### src/rtl/dpp_pkg.sv
// Constants, field layout and carrier types of the downstream port power block.
// Assumes a 40 MHz APB clock and a hub port-status consumer of the event pulses.
// Summary of operation
// - Cable-supply enable outputs are active high: one on, zero off.
// - Enabled second-line supply without sensed voltage above 3.0 V flags a fault.
// - Same fault check on the first configuration-channel line.
// - Bleed enable output is active high: one pulls bus supply to ground.
// - Bleed enable asserts only for a brief timed interval.
// - Disabled or legacy ports keep supply and bleed enables low.
// - Enabled port pin is an input with pull-up; pull-up powers the port.
// - Enabled port pin is watched for an active-low overcurrent.
// - Disabled port pin becomes an output driven low.
// - Ports 1, 2, 4 and unsplit port 3 share one pin for both speeds.
// - Split port 3 pin governs only its high-speed part; here port 3 off also turns its superspeed part off.
// - Split port 3 superspeed part uses a separate active-high enable.
// - Without split, the separate superspeed enable stays unused and low.
package dpp_pkg;
    localparam logic [7:0] DPP_CTRL_ADDR = 8'h00;
    localparam logic [7:0] DPP_STATUS_ADDR = 8'h04;
    localparam logic [7:0] DPP_MASK_ADDR = 8'h08;
    localparam logic [7:0] DPP_SENSE_ADDR = 8'h0C;
    localparam int DPP_CTRL_PORT_EN_LSB = 0;
    localparam int DPP_CTRL_SPLIT_BIT = 4;
    localparam int DPP_CTRL_SS_PWR_BIT = 5;
    localparam int DPP_CTRL_CC_LSB = 8;
    localparam int DPP_CTRL_BLEED_LSB = 12;
    localparam int DPP_CTRL_LEGACY_LSB = 16;
    localparam int DPP_STAT_OC_LSB = 0;
    localparam int DPP_STAT_CC_LSB = 4;
    localparam int DPP_SENSE_BLEED_LSB = 8;
    localparam logic [31:0] DPP_CTRL_RESET = 32'h0000_0000;
    localparam logic [31:0] DPP_CTRL_WMASK = 32'h0003_0F3F;
    localparam logic [7:0] DPP_MASK_RESET = 8'h00;
    localparam int DPP_CLK_MHZ = 40;
    localparam int DPP_BLEED_TIME_US = 100;
    localparam int DPP_BLEED_CYCLES = DPP_BLEED_TIME_US * DPP_CLK_MHZ;
    typedef struct packed {
        logic [3:0] pull_up_en;
        logic [3:0] drive_oe;
        logic [3:0] drive_out;
    } dpp_pctl_type;
endpackage : dpp_pkg

### src/rtl/dpp_port_power.sv
// Downstream port power control: power pins, cable supply, bleed, split port 3.
// Assumes an APB master on pclk and asynchronous pin inputs.
//
// Our own choices: the APB register port and the register addresses.
`timescale 1ns/1ps
module dpp_port_power import dpp_pkg::*; #(
    parameter int BLEED_CYCLES = DPP_BLEED_CYCLES
) (
    input wire logic pclk,
    input wire logic presetn,
    input wire logic psel,
    input wire logic penable,
    input wire logic pwrite,
    input wire logic [7:0] paddr,
    input wire logic [31:0] pwdata,
    output logic [31:0] prdata,
    output logic pready,
    output logic pslverr,
    input wire logic [3:0] host_port_off,
    input wire logic port1_power_ctl_sense,
    input wire logic port2_power_ctl_sense,
    input wire logic port3_power_ctl_sense,
    input wire logic port4_power_ctl_sense,
    output dpp_pctl_type power_ctl_pin,
    input wire logic port1_cc1_above_3v0,
    input wire logic port1_cc2_above_3v0,
    input wire logic port2_cc1_above_3v0,
    input wire logic port2_cc2_above_3v0,
    output logic port1_cc1_cable_supply_en,
    output logic port1_cc2_cable_supply_en,
    output logic port2_cc1_cable_supply_en,
    output logic port2_cc2_cable_supply_en,
    output logic port1_vbus_bleed_en,
    output logic port2_vbus_bleed_en,
    output logic port3_superspeed_split_power_en,
    output logic [3:0] hs_power_on,
    output logic [3:0] ss_power_on,
    output logic [3:0] overcurrent_event,
    output logic [3:0] supply_fault_event,
    output logic irq
);

    ////////////////////////////////////////////////////////////////////////////
    // Agreement filter of the second and third sync stages
    function automatic logic [3:0] dpp_agree(
        input logic [3:0] old,
        input logic [3:0] s2,
        input logic [3:0] s3
    );
        dpp_agree = (s2 & ~(s2 ^ s3)) | (old & (s2 ^ s3));
    endfunction : dpp_agree

    logic [31:0] ctrl_q;
    logic [7:0] status_q;
    logic [7:0] status_d;
    logic [7:0] mask_q;
    logic [31:0] prdata_q;
    logic [3:0] pin_s1_q, pin_s2_q, pin_s3_q, pin_q;
    logic [3:0] cc_s1_q, cc_s2_q, cc_s3_q, cc_q;
    logic [3:0] oc_lvl_q;
    logic [3:0] fault_lvl_q;
    logic [1:0] bleed_q;
    logic [15:0] bleed_cnt_q [2];
    logic [15:0] bleed_cnt_d [2];

    ////////////////////////////////////////////////////////////////////////////
    // Register bus decode
    wire bus_access = psel & penable;
    wire bus_write = bus_access & pwrite;
    wire hit_ctrl = paddr == DPP_CTRL_ADDR;
    wire hit_status = paddr == DPP_STATUS_ADDR;
    wire hit_mask = paddr == DPP_MASK_ADDR;
    wire hit_sense = paddr == DPP_SENSE_ADDR;
    wire hit_any = hit_ctrl | hit_status | hit_mask | hit_sense;
    wire wr_ctrl = bus_write & hit_ctrl;
    wire wr_status = bus_write & hit_status;
    wire wr_mask = bus_write & hit_mask;
    wire [1:0] bleed_start = wr_ctrl ? pwdata[DPP_CTRL_BLEED_LSB +: 2] : 2'h0;

    ////////////////////////////////////////////////////////////////////////////
    // Port state
    wire [3:0] cfg_en = ctrl_q[DPP_CTRL_PORT_EN_LSB +: 4];
    wire split = ctrl_q[DPP_CTRL_SPLIT_BIT];
    wire [1:0] legacy = ctrl_q[DPP_CTRL_LEGACY_LSB +: 2];
    wire [3:0] port_on = cfg_en & ~host_port_off;
    wire [1:0] native_on = port_on[1:0] & ~legacy;
    wire [3:0] cc_req = ctrl_q[DPP_CTRL_CC_LSB +: 4];
    wire [3:0] pin_raw = {port4_power_ctl_sense, port3_power_ctl_sense,
                          port2_power_ctl_sense, port1_power_ctl_sense};
    wire [3:0] cc_raw = {port2_cc2_above_3v0, port2_cc1_above_3v0,
                         port1_cc2_above_3v0, port1_cc1_above_3v0};
    wire [3:0] cc_gate = {{2{native_on[1]}}, {2{native_on[0]}}};
    wire [3:0] cc_en = cc_req & cc_gate;
    wire [3:0] oc_now = port_on & ~pin_q;
    wire [3:0] fault_now = cc_en & ~cc_q;
    wire [3:0] oc_rise = oc_now & ~oc_lvl_q;
    wire [3:0] fault_rise = fault_now & ~fault_lvl_q;
    wire [7:0] status_set = {fault_rise, oc_rise};
    wire [7:0] status_clr = wr_status ? pwdata[7:0] : 8'h00;
    wire ss_split = split & port_on[2] & ctrl_q[DPP_CTRL_SS_PWR_BIT];

    ////////////////////////////////////////////////////////////////////////////
    // Pin and output assignment
    // input with pull-up when on
    assign power_ctl_pin.pull_up_en = port_on;
    assign power_ctl_pin.drive_oe = ~port_on;
    assign power_ctl_pin.drive_out = 4'h0;
    assign port1_cc1_cable_supply_en = cc_en[0];
    assign port1_cc2_cable_supply_en = cc_en[1];
    assign port2_cc1_cable_supply_en = cc_en[2];
    assign port2_cc2_cable_supply_en = cc_en[3];
    assign port1_vbus_bleed_en = bleed_q[0];
    assign port2_vbus_bleed_en = bleed_q[1];
    assign port3_superspeed_split_power_en = ss_split;
    assign hs_power_on = port_on;
    // split port 3 superspeed needs its own enable and port 3 on
    assign ss_power_on = {port_on[3], split ? ss_split : port_on[2], port_on[1:0]};
    assign overcurrent_event = oc_rise;
    assign supply_fault_event = fault_rise;
    assign irq = |(status_q & mask_q);
    assign status_d = status_set | (status_q & ~status_clr);
    assign pready = 1'b1;
    assign pslverr = bus_access & ~hit_any;
    assign prdata = prdata_q;

    ////////////////////////////////////////////////////////////////////////////
    // Bleed interval timers
    // brief timed bleed
    always_comb begin
        for (int i = 0; i < 2; i++) begin
            if (bleed_start[i] && native_on[i]) begin
                bleed_cnt_d[i] = 16'(BLEED_CYCLES);
            end else if (bleed_cnt_q[i] != 16'h0000 && native_on[i]) begin
                bleed_cnt_d[i] = bleed_cnt_q[i] - 16'h0001;
            end else begin
                bleed_cnt_d[i] = 16'h0000;
            end
        end
    end

    always_ff @(posedge pclk or negedge presetn) begin
        if (!presetn) begin
            bleed_cnt_q[0] <= 16'h0000;
            bleed_cnt_q[1] <= 16'h0000;
            bleed_q <= 2'h0;
        end else begin
            bleed_cnt_q[0] <= bleed_cnt_d[0];
            bleed_cnt_q[1] <= bleed_cnt_d[1];
            bleed_q <= {bleed_cnt_d[1] != 16'h0000, bleed_cnt_d[0] != 16'h0000};
        end
    end

    ////////////////////////////////////////////////////////////////////////////
    // Input synchronisers
    // three-stage sync with agreement
    always_ff @(posedge pclk or negedge presetn) begin
        if (!presetn) begin
            pin_s1_q <= 4'hF;
            pin_s2_q <= 4'hF;
            pin_s3_q <= 4'hF;
            pin_q <= 4'hF;
            cc_s1_q <= 4'h0;
            cc_s2_q <= 4'h0;
            cc_s3_q <= 4'h0;
            cc_q <= 4'h0;
        end else begin
            pin_s1_q <= pin_raw;
            pin_s2_q <= pin_s1_q;
            pin_s3_q <= pin_s2_q;
            pin_q <= dpp_agree(pin_q, pin_s2_q, pin_s3_q);
            cc_s1_q <= cc_raw;
            cc_s2_q <= cc_s1_q;
            cc_s3_q <= cc_s2_q;
            cc_q <= dpp_agree(cc_q, cc_s2_q, cc_s3_q);
        end
    end

    ////////////////////////////////////////////////////////////////////////////
    // Registers
    always_ff @(posedge pclk or negedge presetn) begin
        if (!presetn) begin
            ctrl_q <= DPP_CTRL_RESET;
            status_q <= 8'h00;
            mask_q <= DPP_MASK_RESET;
            oc_lvl_q <= 4'h0;
            fault_lvl_q <= 4'h0;
        end else begin
            if (wr_ctrl) begin
                ctrl_q <= pwdata & DPP_CTRL_WMASK;
            end
            if (wr_mask) begin
                mask_q <= pwdata[7:0];
            end
            status_q <= status_d;
            oc_lvl_q <= oc_now;
            fault_lvl_q <= fault_now;
        end
    end

    always_ff @(posedge pclk or negedge presetn) begin
        if (!presetn) begin
            prdata_q <= 32'h0000_0000;
        end else if (psel && !penable && !pwrite) begin
            case (1'b1)
                hit_ctrl: prdata_q <= ctrl_q;
                hit_status: prdata_q <= {24'h000000, status_q};
                hit_mask: prdata_q <= {24'h000000, mask_q};
                hit_sense: prdata_q <= {22'h000000, bleed_q, fault_lvl_q, oc_lvl_q};
                default: prdata_q <= 32'h0000_0000;
            endcase
        end
    end
endmodule : dpp_port_power

### config.mk
export PLATFORM = sky130hd
export DESIGN_NAME = dpp_port_power
export DESIGN_NICKNAME = d
export VERILOG_FILES = /design/src/rtl/dpp_pkg.sv /design/src/rtl/dpp_port_power.sv
export SDC_FILE = /design/constraint.sdc
export NUM_CORES = 1
export LEC_CHECK = 0
export BUFFER_PORTS_ARGS = -buffer_cell sky130_fd_sc_hd__buf_2
export CAP_MARGIN = 10
export CORE_ASPECT_RATIO = 1.25
export CORE_MARGIN = 1
export CORE_UTILIZATION = 40
export CTS_CLUSTER_DIAMETER = 30
export CTS_CLUSTER_SIZE = 28
export DETAILED_ROUTE_END_ITERATION = 16
export GPL_TIMING_DRIVEN = 1
export PLACE_DENSITY_LB_ADDON = 0.3
export SLEW_MARGIN = 5
export SYNTH_ARGS = -nofsm -noshare
export SYNTH_HDL_FRONTEND = slang
export SYNTH_SLANG_ARGS = --single-unit
### constraint.sdc
create_clock -name pclk -period 3.9 [get_ports pclk]
set_input_delay 0.78 -clock pclk [delete_from_list [all_inputs] [get_ports pclk]]
set_output_delay 0.78 -clock pclk [all_outputs]
set_load 0.1 [all_outputs]
==> impl_table.tex, run 1 <==
\begin{tabular}{lr}
\hline
Metric & Value \\
\hline
\multicolumn{2}{l}{\textbf{Placement}} \\
Number of placed instances with taps included & around 690 \\
Cell area reported after detailed placement & roughly 5700 um\^{}2 \\
Final weighted congestion of routability-driven global placement & around 0.8 \\
IO buf count & just under 90 \\
HPWL Detailed & just under 8000 um \\
\multicolumn{2}{l}{\textbf{Critical path}} \\
Critical path required time & between 3000 and 4000 ps \\
Startpoint kind of the worst setup timing path & input pin \\
Startpoint-to-endpoint class of the critical path & input pin to output pin \\
CP endpoint kind & output pin \\
CP Max Fanout & 7 \\
Worst endpoint data arrival time & between 2000 and 2500 ps \\
\multicolumn{2}{l}{\textbf{Timing}} \\
Final worst path period share & approximately four fifths \\
Tightest hold margin & about 350 ps \\
Slew margin rel. & 54.7\% \\
Shortest period the worst path allows & roughly 3100 ps \\
Worst clock skew & about 7.7 ps \\
Number of hold violations in the final report & 0 \\
Unrepaired setup endpoints after global routing & false \\
Highest clock rate & $\sim$320 MHz \\
Final setup violation count & 0 \\
Number of max-slew violations in the final report & 0 \\
Slew at the pin closest to its max-slew limit & about 670 ps \\
\multicolumn{2}{l}{\textbf{Finish}} \\
Signed area change from the synthesized netlist to the final layout & 22.7\% \\
Total Nets Final & $\sim$600 \\
Finished Layout Cells & slightly above 700 \\
Fraction of layout cells with a size suffix above 1 & approximately a third \\
Number of diodes & 0 \\
Cell area after layout & around 6400 um\^{}2 \\
Filler instances & 1131 \\
\multicolumn{2}{l}{\textbf{Drt}} \\
Via density per instance & $\sim$5 \\
Via Count & 3695 \\
DRC marker count from the first detailed-route iteration & 140 \\
Post-Route WL & 11100 um \\
WL/cell & between 15 and 20 um \\
Final antenna-violating net count & 0 \\
Post-route DRC & 0 \\
DRT Pass-1 Iters & 6 \\
\multicolumn{2}{l}{\textbf{Yosys}} \\
Portion of the post-synthesis area used by sequential elements & 56.3\% \\
Biggest area consumer among synthesized cells & dfrtp\_1 \\
Avg Cell Area, Syn & around 12 um\^{}2 \\
Top cell types by occurrence after synthesis & dfrtp\_1, nor2\_1, nand2\_1, buf\_4, mux2\_2 \\
Synthesized-area fraction occupied by ao, oa, aoi and oai cells & 8.70\% \\
Post-synth EDFFs & 0 \\
Most frequently used cell type in the post-synthesis netlist & dfrtp\_1 \\
Largest family of logic cells by synthesized area & simple AND/OR/NAND/NOR gates \\
Synth Area in Simple Gates & around 15\% \\
Xor-xnor portion of the synthesized cell area & about 4.2\% \\
Post-synth ARST share & 100\% \\
Synthesized flop and latch total & between 100 and 150 \\
Synthesized netlist cell count & 446 \\
Top\_reg\_cell synth & dfrtp\_1 \\
Area fraction of the dominant cell type after synthesis & 48.2\% \\
Cell area after synthesis & around 5200 um\^{}2 \\
Number of warnings reported in the yosys synthesis log & 0 \\
Main area contributors after synthesis & dfrtp\_1, dfstp\_2, buf\_4 \\
Cell variety after synth & 57 \\
Post-synthesis adder-cell area fraction & roughly 2\% \\
Multiplexer fraction of the synthesized cell area & slightly above 7\% \\
\multicolumn{2}{l}{\textbf{GRT}} \\
Antenna violations before repair & 0 \\
Total routing usage reported by global routing & approximately 18\% \\
Routing usage on met3 & 5.13\% \\
First-pass GRT wire length & 18500 um \\
Maximum number of pins on one net before global-route repair & between 40 and 50 \\
Most used routing layer in global routing & met2 \\
Residual overflow from global routing & 0 \\
Met1 usage & 21.7\% \\
Via count of the first global-routing pass & about 3700 \\
Met2 Track Usage GR & a little under a third \\
\multicolumn{2}{l}{\textbf{Status}} \\
Run status & complete, no violations \\
\multicolumn{2}{l}{\textbf{Clocking}} \\
Resized Gates After CTS & 0 \\
Clock latency on the worst-skew pair & between 400 and 500 ps \\
Root Buffer & clkbuf\_16 \\
Count of buffers added by post-CTS timing repair for setup & 0 \\
Cts bufs inserted & 17 \\
Clock tree from TritonCTS & done \\
Clk slew on worst S/H paths & around 50 ps \\
Number of H-tree levels & 4 \\
CTS sink count & $\sim$120 \\
Cts hold-fix bufs & 0 \\
Worst-case clock buffer depth & 2 \\
\multicolumn{2}{l}{\textbf{Pwr}} \\
Power Dens Cells & a little under 500 nW/um\^{}2 \\
Worst IR Drop VDD & between 0.2 and 0.3 mV \\
Static leakage & about 3.3 nW \\
\multicolumn{2}{l}{\textbf{Floorplanning}} \\
Ports & $\sim$130 \\
Die span in x & approximately 100 um \\
Core Region & 12700 um\^{}2 \\
Starting utilization of the core area & $\sim$41\% \\
Number of cell rows & 46 \\
Die Y & around 130 um \\
Die Area & approximately 13000 um\^{}2 \\
\multicolumn{2}{l}{\textbf{Run}} \\
Max\_cap viols & 0 \\
\multicolumn{2}{l}{\textbf{Hold path}} \\
Worst hold path class & register to register \\
\hline
\end{tabular}
## worst max-delay path: stages
cell and delay, ps:
buf_2 90, or4_4 570, or2_1 350, and3_2 250, buf_2 280
## through the flow
stage	utilization, %	TNS (ps)	total power, W	setup WS, ps
finish	50.3	0	0.00312	776
global route	50.3	0	0.00322	675
CTS	50.3	0	0.00315	761
detailed placement	45.3	0	0.00149	767
global placement	45.3	0	0.00149	791
floorplan	-	-126	0.00144	-126
## path summary, 6_finish.rpt
path | from | to | cells after the start | slack (ps)
max reg2reg | bleed_cnt_q[16] | bleed_q[0] | 7 | 1400
max in group asynchronous | presetn | pin_s1_q[2] | 2 | 2610
min reg2reg | cc_s1_q[1] | cc_s2_q[1] | 0 | 350
min | cc_s1_q[1] | cc_s2_q[1] | 0 | 350
max | paddr[5] | pslverr | 5 | 780
min in group asynchronous | presetn | cc_s3_q[3] | 1 | 380
## cells in the final DEF, fill, tap and decap left out, types with 3 or more instances in the layout
master	netlist	layout
dfrtp_1	100	100
buf_2	3	86
nor2_1	47	47
nand2_1	33	33
conb_1	2	23
mux2_2	20	20
clkbuf_16	0	17
dfstp_2	16	16
xor2_1	15	15
a22o_1	14	14
o21ai_0	13	13
inv_1	13	12
nor3_1	18	10
xnor2_1	10	10
nand3_1	8	8
a21o_1	8	8
maj3_1	8	8
nand2b_1	8	7
nor4_1	7	7
a22oi_1	7	7
or4_1	6	6
o31ai_1	6	6
mux4_2	6	6
nor3_2	0	5
a21oi_1	4	4
bufinv_16	0	4
clkbuf_8	0	4
clkinv_2	0	4
buf_4	31	4
or3b_2	3	3
nor3_4	0	3
## cell type report
class	count	area [um^2]	area share, %
Multi-Input combinational cell	299	2090	32.8
Clock buffer	23	488	7.66
Inverter	13	52.6	0.825
Clock inverter	9	149	2.34
Sequential cell	116	2920	45.9
Tap cell	168	210	3.30
Timing Repair Buffer	90	460	7.23
## where the power goes
group | switching, W | leakage [nW] | internal, W
clock | 0.000522 | 0.317 | 0.00113
sequential | 0.0000216 | 1.52 | 0.00124
combinational | 0.000165 | 1.50 | 0.0000382
## layer usage
layer  vias up  share of wire, %  wire [um]
met2       119                50       5610
met3        16               5.2        577
met5         -                 0          0
met4         0               1.7        191
met1      1849                43       4750
li1       1711                 -          -
## flip-flops by register name (all words and copies together) (netlist names), 8 cells and up, named ones only
register and count:
prdata 14, bleed_cnt_q 32, status_q 8, ctrl_q 12, mask_q 8
## cell families after synthesis
logic type | count (synthesis)
other cells | 2
compound gates | 61
fa+ha+maj | 10
xor+xnor | 25
flops | 116
buf+inv | 52
mux | 27
simple gates | 153
Note: power is estimated with default switching activity, not from simulation.
==> inputs of run 2 (changes only) <==
==> constraint.sdc (replaced) <==
create_clock -name pclk -period 3.3 [get_ports pclk]
set_input_delay 0.66 -clock pclk [delete_from_list [all_inputs] [get_ports pclk]]
set_output_delay 0.66 -clock pclk [all_outputs]
set_load 0.1 [all_outputs]
==> run 2 against run 1 <==
Register-to-register slack lost 540 ps. Critical path type unchanged. Clock power grew 9%. Hold slack lost 55 ps. Final cell count grew 0.28%. Critical path depth is the same. Global-route usage is essentially flat. Die area is the same. Sequential cell count is the same.
==> impl_table.tex, run 2 (synthesis gave the netlist of run 1 again) <==
\begin{tabular}{lr}
\hline
Metric & Value \\
\hline
\multicolumn{2}{l}{\textbf{Drt}} \\
Via Count & 3602 (was 3695) \\
Post-Route WL & 11200 um (was 11100 um) \\
WL/cell & 15.5 um (about the same) \\
DRC marker count from the first detailed-route iteration & 220 (was 140) \\
Post-route DRC & 0 (unchanged) \\
Via density per instance & 5.00 (was 5.15) \\
Final antenna-violating net count & 0 (unchanged) \\
DRT Pass-1 Iters & 4 (was 6) \\
\multicolumn{2}{l}{\textbf{Finish}} \\
Most frequent standard cell in the layout excluding fill and tap cells & dfrtp\_1 (unchanged) \\
Total Nets Final & 598 (was 596) \\
Cell area after layout & 6370 um\^{}2 (about the same) \\
Fraction of layout cells with a size suffix above 1 & 34.8\% (was 33.5\%) \\
Finished Layout Cells & 720 (was 718) \\
Commonest cells after routing, fill and taps aside & dfrtp\_1, buf\_2, nor2\_1 (unchanged) \\
Number of diodes & 0 (unchanged) \\
Signed area change from the synthesized netlist to the final layout & 22.7\% (about the same) \\
Filler instances & 1099 (was 1131) \\
Max FFs per register & 32 (unchanged) \\
Largest register by flop count & bleed\_cnt\_q (unchanged) \\
\multicolumn{2}{l}{\textbf{GRT}} \\
Routing usage on met3 & 6.34\% (was 5.13\%) \\
Antenna violations before repair & 0 (unchanged) \\
First-pass GRT wire length & 18300 um (was 18500 um) \\
Residual overflow from global routing & 0 (unchanged) \\
Total routing usage reported by global routing & 17.9\% (was 18.0\%) \\
Met2 Track Usage GR & 30.6\% (was 30.0\%) \\
Met1 usage & 20.9\% (was 21.7\%) \\
Maximum number of pins on one net before global-route repair & 57 (was 48) \\
Most used routing layer in global routing & met2 (unchanged) \\
Via count of the first global-routing pass & 3580 (was 3697) \\
\multicolumn{2}{l}{\textbf{Placement}} \\
Number of placed instances with taps included & 688 (was 686) \\
HPWL Detailed & 7990 um (was 7940 um) \\
IO buf count & 87 (unchanged) \\
Cell area reported after detailed placement & 5780 um\^{}2 (was 5730 um\^{}2) \\
Final weighted congestion of routability-driven global placement & 0.772 (was 0.788) \\
\multicolumn{2}{l}{\textbf{Critical path}} \\
Worst reg-to-reg setup slack & 860 ps (was 1400 ps) \\
Startpoint-to-endpoint class of the critical path & input pin to output pin (unchanged) \\
CP Max Fanout & 7 (unchanged) \\
FF-to-FF Start & bleed\_cnt\_q[16] (unchanged) \\
End of the worst register-to-register path & bleed\_q[0] (unchanged) \\
Startpoint kind of the worst setup timing path & input pin (unchanged) \\
Worst endpoint data arrival time & 2200 ps (was 2340 ps) \\
Critical path required time & 2640 ps (was 3120 ps) \\
Cell depth of the worst flop-to-flop path & 7 (unchanged) \\
CP endpoint kind & output pin (unchanged) \\
\multicolumn{2}{l}{\textbf{Timing}} \\
Unrepaired setup endpoints after global routing & false (unchanged) \\
Final setup violation count & 0 (unchanged) \\
Worst clock skew & 5.44 ps (was 7.69 ps) \\
Number of max-slew violations in the final report & 0 (unchanged) \\
Number of hold violations in the final report & 0 (unchanged) \\
Final worst path period share & about 87\% \\
Tightest hold margin & 291 ps (was 346 ps) \\
Shortest period the worst path allows & roughly 2900 ps \\
Slew at the pin closest to its max-slew limit & 715 ps (was 675 ps) \\
Slew margin rel. & 52.0\% (was 54.7\%) \\
Highest clock rate & 350 MHz \\
\multicolumn{2}{l}{\textbf{Clocking}} \\
Root Buffer & clkbuf\_16 (unchanged) \\
Clock latency on the worst-skew pair & 420 ps (was 410 ps) \\
Worst-case clock buffer depth & 2 (unchanged) \\
Cts bufs inserted & 17 (unchanged) \\
Resized Gates After CTS & 0 (unchanged) \\
Cts hold-fix bufs & 0 (unchanged) \\
Clk slew on worst S/H paths & 50 ps (about the same) \\
Number of H-tree levels & 4 (unchanged) \\
CTS sink count & 116 (unchanged) \\
Count of buffers added by post-CTS timing repair for setup & 0 (unchanged) \\
Clock tree from TritonCTS & done (unchanged) \\
\multicolumn{2}{l}{\textbf{Run}} \\
Max\_cap viols & 0 (unchanged) \\
\multicolumn{2}{l}{\textbf{Pwr}} \\
Power Dens Cells & 555 nW/um\^{}2 (was 490 nW/um\^{}2) \\
Worst IR Drop VDD & 0.328 mV (was 0.294 mV) \\
Static leakage & 3.32 nW (was 3.34 nW) \\
\multicolumn{2}{l}{\textbf{Hold path}} \\
Worst hold path class & input pin to asynchronous set/reset pin (was register to register) \\
\multicolumn{2}{l}{\textbf{Floorplanning}} \\
Die Area & 13400 um\^{}2 (unchanged) \\
Core Region & 12700 um\^{}2 (unchanged) \\
Die Y & 129 um (unchanged) \\
Starting utilization of the core area & 41.0\% (unchanged) \\
Ports & 127 (unchanged) \\
Die span in x & 104 um (unchanged) \\
Number of cell rows & 46 (unchanged) \\
\multicolumn{2}{l}{\textbf{Status}} \\
Run status & complete, no violations (unchanged) \\
\hline
\end{tabular}
[run 2: cell count changes in the layout (fill, tap and decap cells not counted), sizes merged]
cell	delta
clkbuf	-5
clkinvlp	+3
buf	+2
bufinv	-2
clkinv	+2
inv	+2
[run 2: per-stage QoR]
stage	worst slack (ps)	power, W	setup TNS [ps]	utilization (%)
3_5_place_dp	435	0.00176	0	45.6
2_1_floorplan	-143	0.00171	-143	-
3_3_place_gp	446	0.00176	0	45.6
4_1_cts	434	0.00358	0	50.3
6_report	441	0.00354	0	50.3
5_1_grt	391	0.00367	0	50.3
[run 2: cell type report]
class	instances	area (um^2)	area share [%]
Multi-Input combinational cell	299	2110	33.0
Inverter	13	52.6	0.825
Clock inverter	14	154	2.42
Timing Repair Buffer	92	488	7.66
Tap cell	168	210	3.30
Clock buffer	18	439	6.89
Sequential cell	116	2920	45.9
[run 2: worst max-delay path, stage by stage]
cell	delay, ps
buf_2	90
or4_4	560
or2_1	340
and3_2	250
buf_2	280
[run 2: worst max path at each step]
stage	end	start	slack, ps
final	pslverr	paddr[5]	440
after global routing	pslverr	paddr[5]	390
after CTS	pslverr	paddr[5]	430
after detailed placement	pslverr	paddr[5]	440
after global placement	pslverr	paddr[5]	450
after floorplan	supply_fault_event[0]	host_port_off[0]	-140
[run 2: power by group]
group | total [W] | internal, W | leakage (nW) | switching, W
sequential | 0.00149 | 0.00147 | 1.52 | 0.0000262
combinational | 0.000243 | 0.0000475 | 1.52 | 0.000195
clock | 0.00180 | 0.00114 | 0.283 | 0.000667
[run 2: metal layers]
metal / routed length (um) / share of wire, %
met1: 4680 / 42
met3: 583 / 5.2
met4: 164 / 1.5
met2: 5750 / 51
met5: 0 / 0
==> inputs of run 3 (changes only) <==
--- a/config.mk
+++ b/config.mk
@@ -5,6 +5,7 @@
 export SDC_FILE = /design/constraint.sdc
 export NUM_CORES = 1
 export LEC_CHECK = 0
+export ABC_AREA = 1
 export BUFFER_PORTS_ARGS = -buffer_cell sky130_fd_sc_hd__buf_2
 export CAP_MARGIN = 10
 export CORE_ASPECT_RATIO = 1.25
@@ -15,7 +16,7 @@
 export DETAILED_ROUTE_END_ITERATION = 16
 export GPL_TIMING_DRIVEN = 1
 export PLACE_DENSITY_LB_ADDON = 0.3
-export SLEW_MARGIN = 5
 export SYNTH_ARGS = -nofsm -noshare
 export SYNTH_HDL_FRONTEND = slang
 export SYNTH_SLANG_ARGS = --single-unit
+export TNS_END_PERCENT = 20
==> run 3 against run 2 <==
Final cell count is 34% higher. Critical path depth is 1 lower. Largest cell class unchanged. Via count is 27% higher. Total power is 3.1% higher. Sequential cell count stayed put. Setup slack better by 120 ps. Area after synthesis is 8.7% higher.
==> impl_table.tex, run 3 <==
\begin{tabular}{lr}
\hline
Metric & Value \\
\hline
\multicolumn{2}{l}{\textbf{Status}} \\
Run status & complete, no violations (unchanged) \\
\multicolumn{2}{l}{\textbf{Clocking}} \\
Clock latency on the worst-skew pair & 420 ps (about the same) \\
Cts hold-fix bufs & 0 (unchanged) \\
Number of H-tree levels & 4 (unchanged) \\
Clk slew on worst S/H paths & 60 ps (was 50 ps) \\
Cts bufs inserted & 17 (unchanged) \\
Count of buffers added by post-CTS timing repair for setup & 0 (unchanged) \\
Clock tree from TritonCTS & done (unchanged) \\
CTS sink count & 116 (unchanged) \\
Root Buffer & clkbuf\_16 (unchanged) \\
Worst-case clock buffer depth & 2 (unchanged) \\
Resized Gates After CTS & 0 (unchanged) \\
\multicolumn{2}{l}{\textbf{GRT}} \\
Antenna violations before repair & 1 (was 0) \\
Via count of the first global-routing pass & 4378 (was 3580) \\
Maximum number of pins on one net before global-route repair & 60 (was 57) \\
Residual overflow from global routing & 0 (unchanged) \\
Total routing usage reported by global routing & 19.1\% (was 17.9\%) \\
First-pass GRT wire length & 21000 um (was 18300 um) \\
\multicolumn{2}{l}{\textbf{Finish}} \\
Max FFs per register & 32 (unchanged) \\
Largest register by flop count & bleed\_cnt\_q (unchanged) \\
Signed area change from the synthesized netlist to the final layout & 21.7\% (was 22.7\%) \\
Total Nets Final & 833 (was 598) \\
Cell area after layout & 6870 um\^{}2 (was 6370 um\^{}2) \\
Most frequent standard cell in the layout excluding fill and tap cells & nand2\_1 (was dfrtp\_1) \\
Number of diodes & 0 (unchanged) \\
Finished Layout Cells & 962 (was 720) \\
Commonest cells after routing, fill and taps aside & nand2\_1, dfrtp\_1, inv\_1 (was dfrtp\_1, buf\_2, nor2\_1) \\
Fraction of layout cells with a size suffix above 1 & 23.1\% (was 34.8\%) \\
\multicolumn{2}{l}{\textbf{Yosys}} \\
Number of warnings reported in the yosys synthesis log & 0 (unchanged) \\
Main area contributors after synthesis & dfrtp\_1, nand2\_1, dfstp\_2 (was dfrtp\_1, dfstp\_2, buf\_4) \\
Cell variety after synth & 34 (was 57) \\
Top\_reg\_cell synth & dfrtp\_1 (unchanged) \\
Biggest area consumer among synthesized cells & dfrtp\_1 (unchanged) \\
Most frequently used cell type in the post-synthesis netlist & nand2\_1 (was dfrtp\_1) \\
Top cell types by occurrence after synthesis & nand2\_1, dfrtp\_1, inv\_1, nor2\_1, nand3\_1 (was dfrtp\_1, nor2\_1, nand2\_1, buf\_4, mux2\_2) \\
Portion of the post-synthesis area used by sequential elements & 51.8\% (was 56.3\%) \\
Synthesized netlist cell count & 676 (was 446) \\
Post-synth ARST share & 100\% (unchanged) \\
Post-synth EDFFs & 0 (unchanged) \\
Synthesized flop and latch total & 116 (unchanged) \\
Cell area after synthesis & 5650 um\^{}2 (was 5190 um\^{}2) \\
Area fraction of the dominant cell type after synthesis & 44.3\% (was 48.2\%) \\
Avg Cell Area, Syn & 8.35 um\^{}2 (was 11.6 um\^{}2) \\
\multicolumn{2}{l}{\textbf{Placement}} \\
Number of placed instances with taps included & 930 (was 688) \\
Final weighted congestion of routability-driven global placement & 0.866 (was 0.772) \\
Cell area reported after detailed placement & 6280 um\^{}2 (was 5780 um\^{}2) \\
HPWL Detailed & 9520 um (was 7990 um) \\
IO buf count & 87 (unchanged) \\
Minimum setup slack after placement & 586 ps (was 435 ps) \\
\multicolumn{2}{l}{\textbf{Critical path}} \\
Critical Path Start & ctrl\_q[16] (was paddr[5]) \\
FF-to-FF Start & bleed\_cnt\_q[16] (unchanged) \\
Crit path max-delay cell type & buf\_2 (was or4\_4) \\
End of the worst register-to-register path & bleed\_q[0] (unchanged) \\
Startpoint-to-endpoint class of the critical path & register to output pin (was input pin to output pin) \\
Worst endpoint data arrival time & 2080 ps (was 2200 ps) \\
Worst reg-to-reg setup slack & 1220 ps (was 860 ps) \\
Cell depth of the worst flop-to-flop path & 11 (was 7) \\
Critical path required time & 2640 ps (about the same) \\
Largest stage delay, worst path & 510 ps (was 560 ps) \\
Startpoint kind of the worst setup timing path & register (was input pin) \\
Worst-path cell chain & inv\_1, nand3\_1, nor4\_1, buf\_2 (was buf\_2, or4\_4, or2\_1, and3\_2, buf\_2) \\
Worst setup endpoint & supply\_fault\_event[1] (was pslverr) \\
CP endpoint kind & output pin (unchanged) \\
CP Max Fanout & 9 (was 7) \\
\multicolumn{2}{l}{\textbf{Pwr}} \\
Static leakage & 3.84 nW (was 3.32 nW) \\
Overall power after layout & 0.00365 W (was 0.00354 W) \\
Worst IR Drop VDD & 0.311 mV (was 0.328 mV) \\
Power Dens Cells & 531 nW/um\^{}2 (was 555 nW/um\^{}2) \\
\multicolumn{2}{l}{\textbf{Drt}} \\
Via Count & 4579 (was 3602) \\
Via density per instance & 4.76 (was 5.00) \\
Post-Route WL & 13000 um (was 11200 um) \\
Final antenna-violating net count & 0 (unchanged) \\
Post-route DRC & 0 (unchanged) \\
WL/cell & 13.5 um (was 15.5 um) \\
DRC marker count from the first detailed-route iteration & 243 (was 220) \\
DRT Pass-1 Iters & 4 (unchanged) \\
\multicolumn{2}{l}{\textbf{Timing}} \\
Slew at the pin closest to its max-slew limit & 767 ps (was 715 ps) \\
Final setup violation count & 0 (unchanged) \\
Setup ws final & 558 ps (was 441 ps) \\
Number of hold violations in the final report & 0 (unchanged) \\
Setup tns final & 0 ps (unchanged) \\
Shortest period the worst path allows & 2740 ps (was 2860 ps) \\
Unrepaired setup endpoints after global routing & false (unchanged) \\
Final worst path period share & 83.1\% (was 86.6\%) \\
Worst clock skew & 12.6 ps (was 5.44 ps) \\
Number of max-slew violations in the final report & 0 (unchanged) \\
Slew margin rel. & 48.9\% (was 52.0\%) \\
Highest clock rate & 365 MHz (was 350 MHz) \\
\multicolumn{2}{l}{\textbf{Floorplanning}} \\
Core Region & 13800 um\^{}2 (was 12700 um\^{}2) \\
Die Y & 135 um (was 129 um) \\
Die Area & 14600 um\^{}2 (was 13400 um\^{}2) \\
Number of cell rows & 48 (was 46) \\
Die span in x & 108 um (was 104 um) \\
Starting utilization of the core area & 40.9\% (was 41.0\%) \\
Ports & 127 (unchanged) \\
\multicolumn{2}{l}{\textbf{Hold path}} \\
Worst hold path class & input pin to asynchronous set/reset pin (unchanged) \\
\multicolumn{2}{l}{\textbf{Run}} \\
Max\_cap viols & 0 (unchanged) \\
\hline
\end{tabular}
==> run 3: through the flow <==
stage / util (%) / hold slack, ps
floorplan: - / 331
CTS: 49.8 / 323
finish: 49.8 / 325
detailed placement: 45.5 / 335
global placement: 45.5 / 335
global route: 49.8 / 323
==> run 3: cells by family (layout without fill, tap and decap cells) <==
group | count (synthesis) | count (layout) | share of synthesized area [%]
other | 2 | 23 | 0.133
xor gates and xnor gates | 8 | 8 | 1.24
muxes | 1 | 1 | 0.199
adders and majority gates | 10 | 10 | 1.86
and+or+nand+nor | 340 | 340 | 26.3
buffers and inverters | 132 | 222 | 11.3
DFF | 116 | 116 | 51.8
AOI/OAI and AO/OA | 67 | 67 | 7.29
==> run 3: critical path, delay by kind of cell (launching register included) <==
kind | cells | cell delay (ps)
AND/OR/NAND/NOR | 2 | 690
buffers and inverters | 2 | 590
flip-flops | 1 | 380
==> run 3: cell type report <==
cell class                      count  area (um^2)
Fill cell                        1349         6940
Sequential cell                   116         2920
Multi-Input combinational cell    449         2270
Timing Repair Buffer               95          510
Clock buffer                       17          425
Inverter                           95          360
Tap cell                          175          219
Clock inverter                     15          170
==> run 3: layer usage <==
layer  global-route usage [%]  wire [um]
met4                     6.76        221
met1                     23.5       5680
met5                        0         13
met3                     5.41        656
met2                     31.8       6460
==> run 3: worst min-delay path by stage <==
stage,slack [ps],cells past startpoint,to
5_1_grt,320,1,pin_s1_q[2]
3_5_place_dp,330,0,cc_s2_q[2]
6_report,320,1,prdata[6]
4_1_cts,320,1,pin_s1_q[2]
2_1_floorplan,330,0,cc_s2_q[0]
3_3_place_gp,340,0,cc_s2_q[0]
==> run 3: power by group <==
group          internal [W]  leakage, nW  switching [W]
registers           0.00147         1.46      0.0000266
logic             0.0000470         2.10       0.000258
clock network       0.00113        0.288       0.000716
total               0.00265         3.84        0.00100
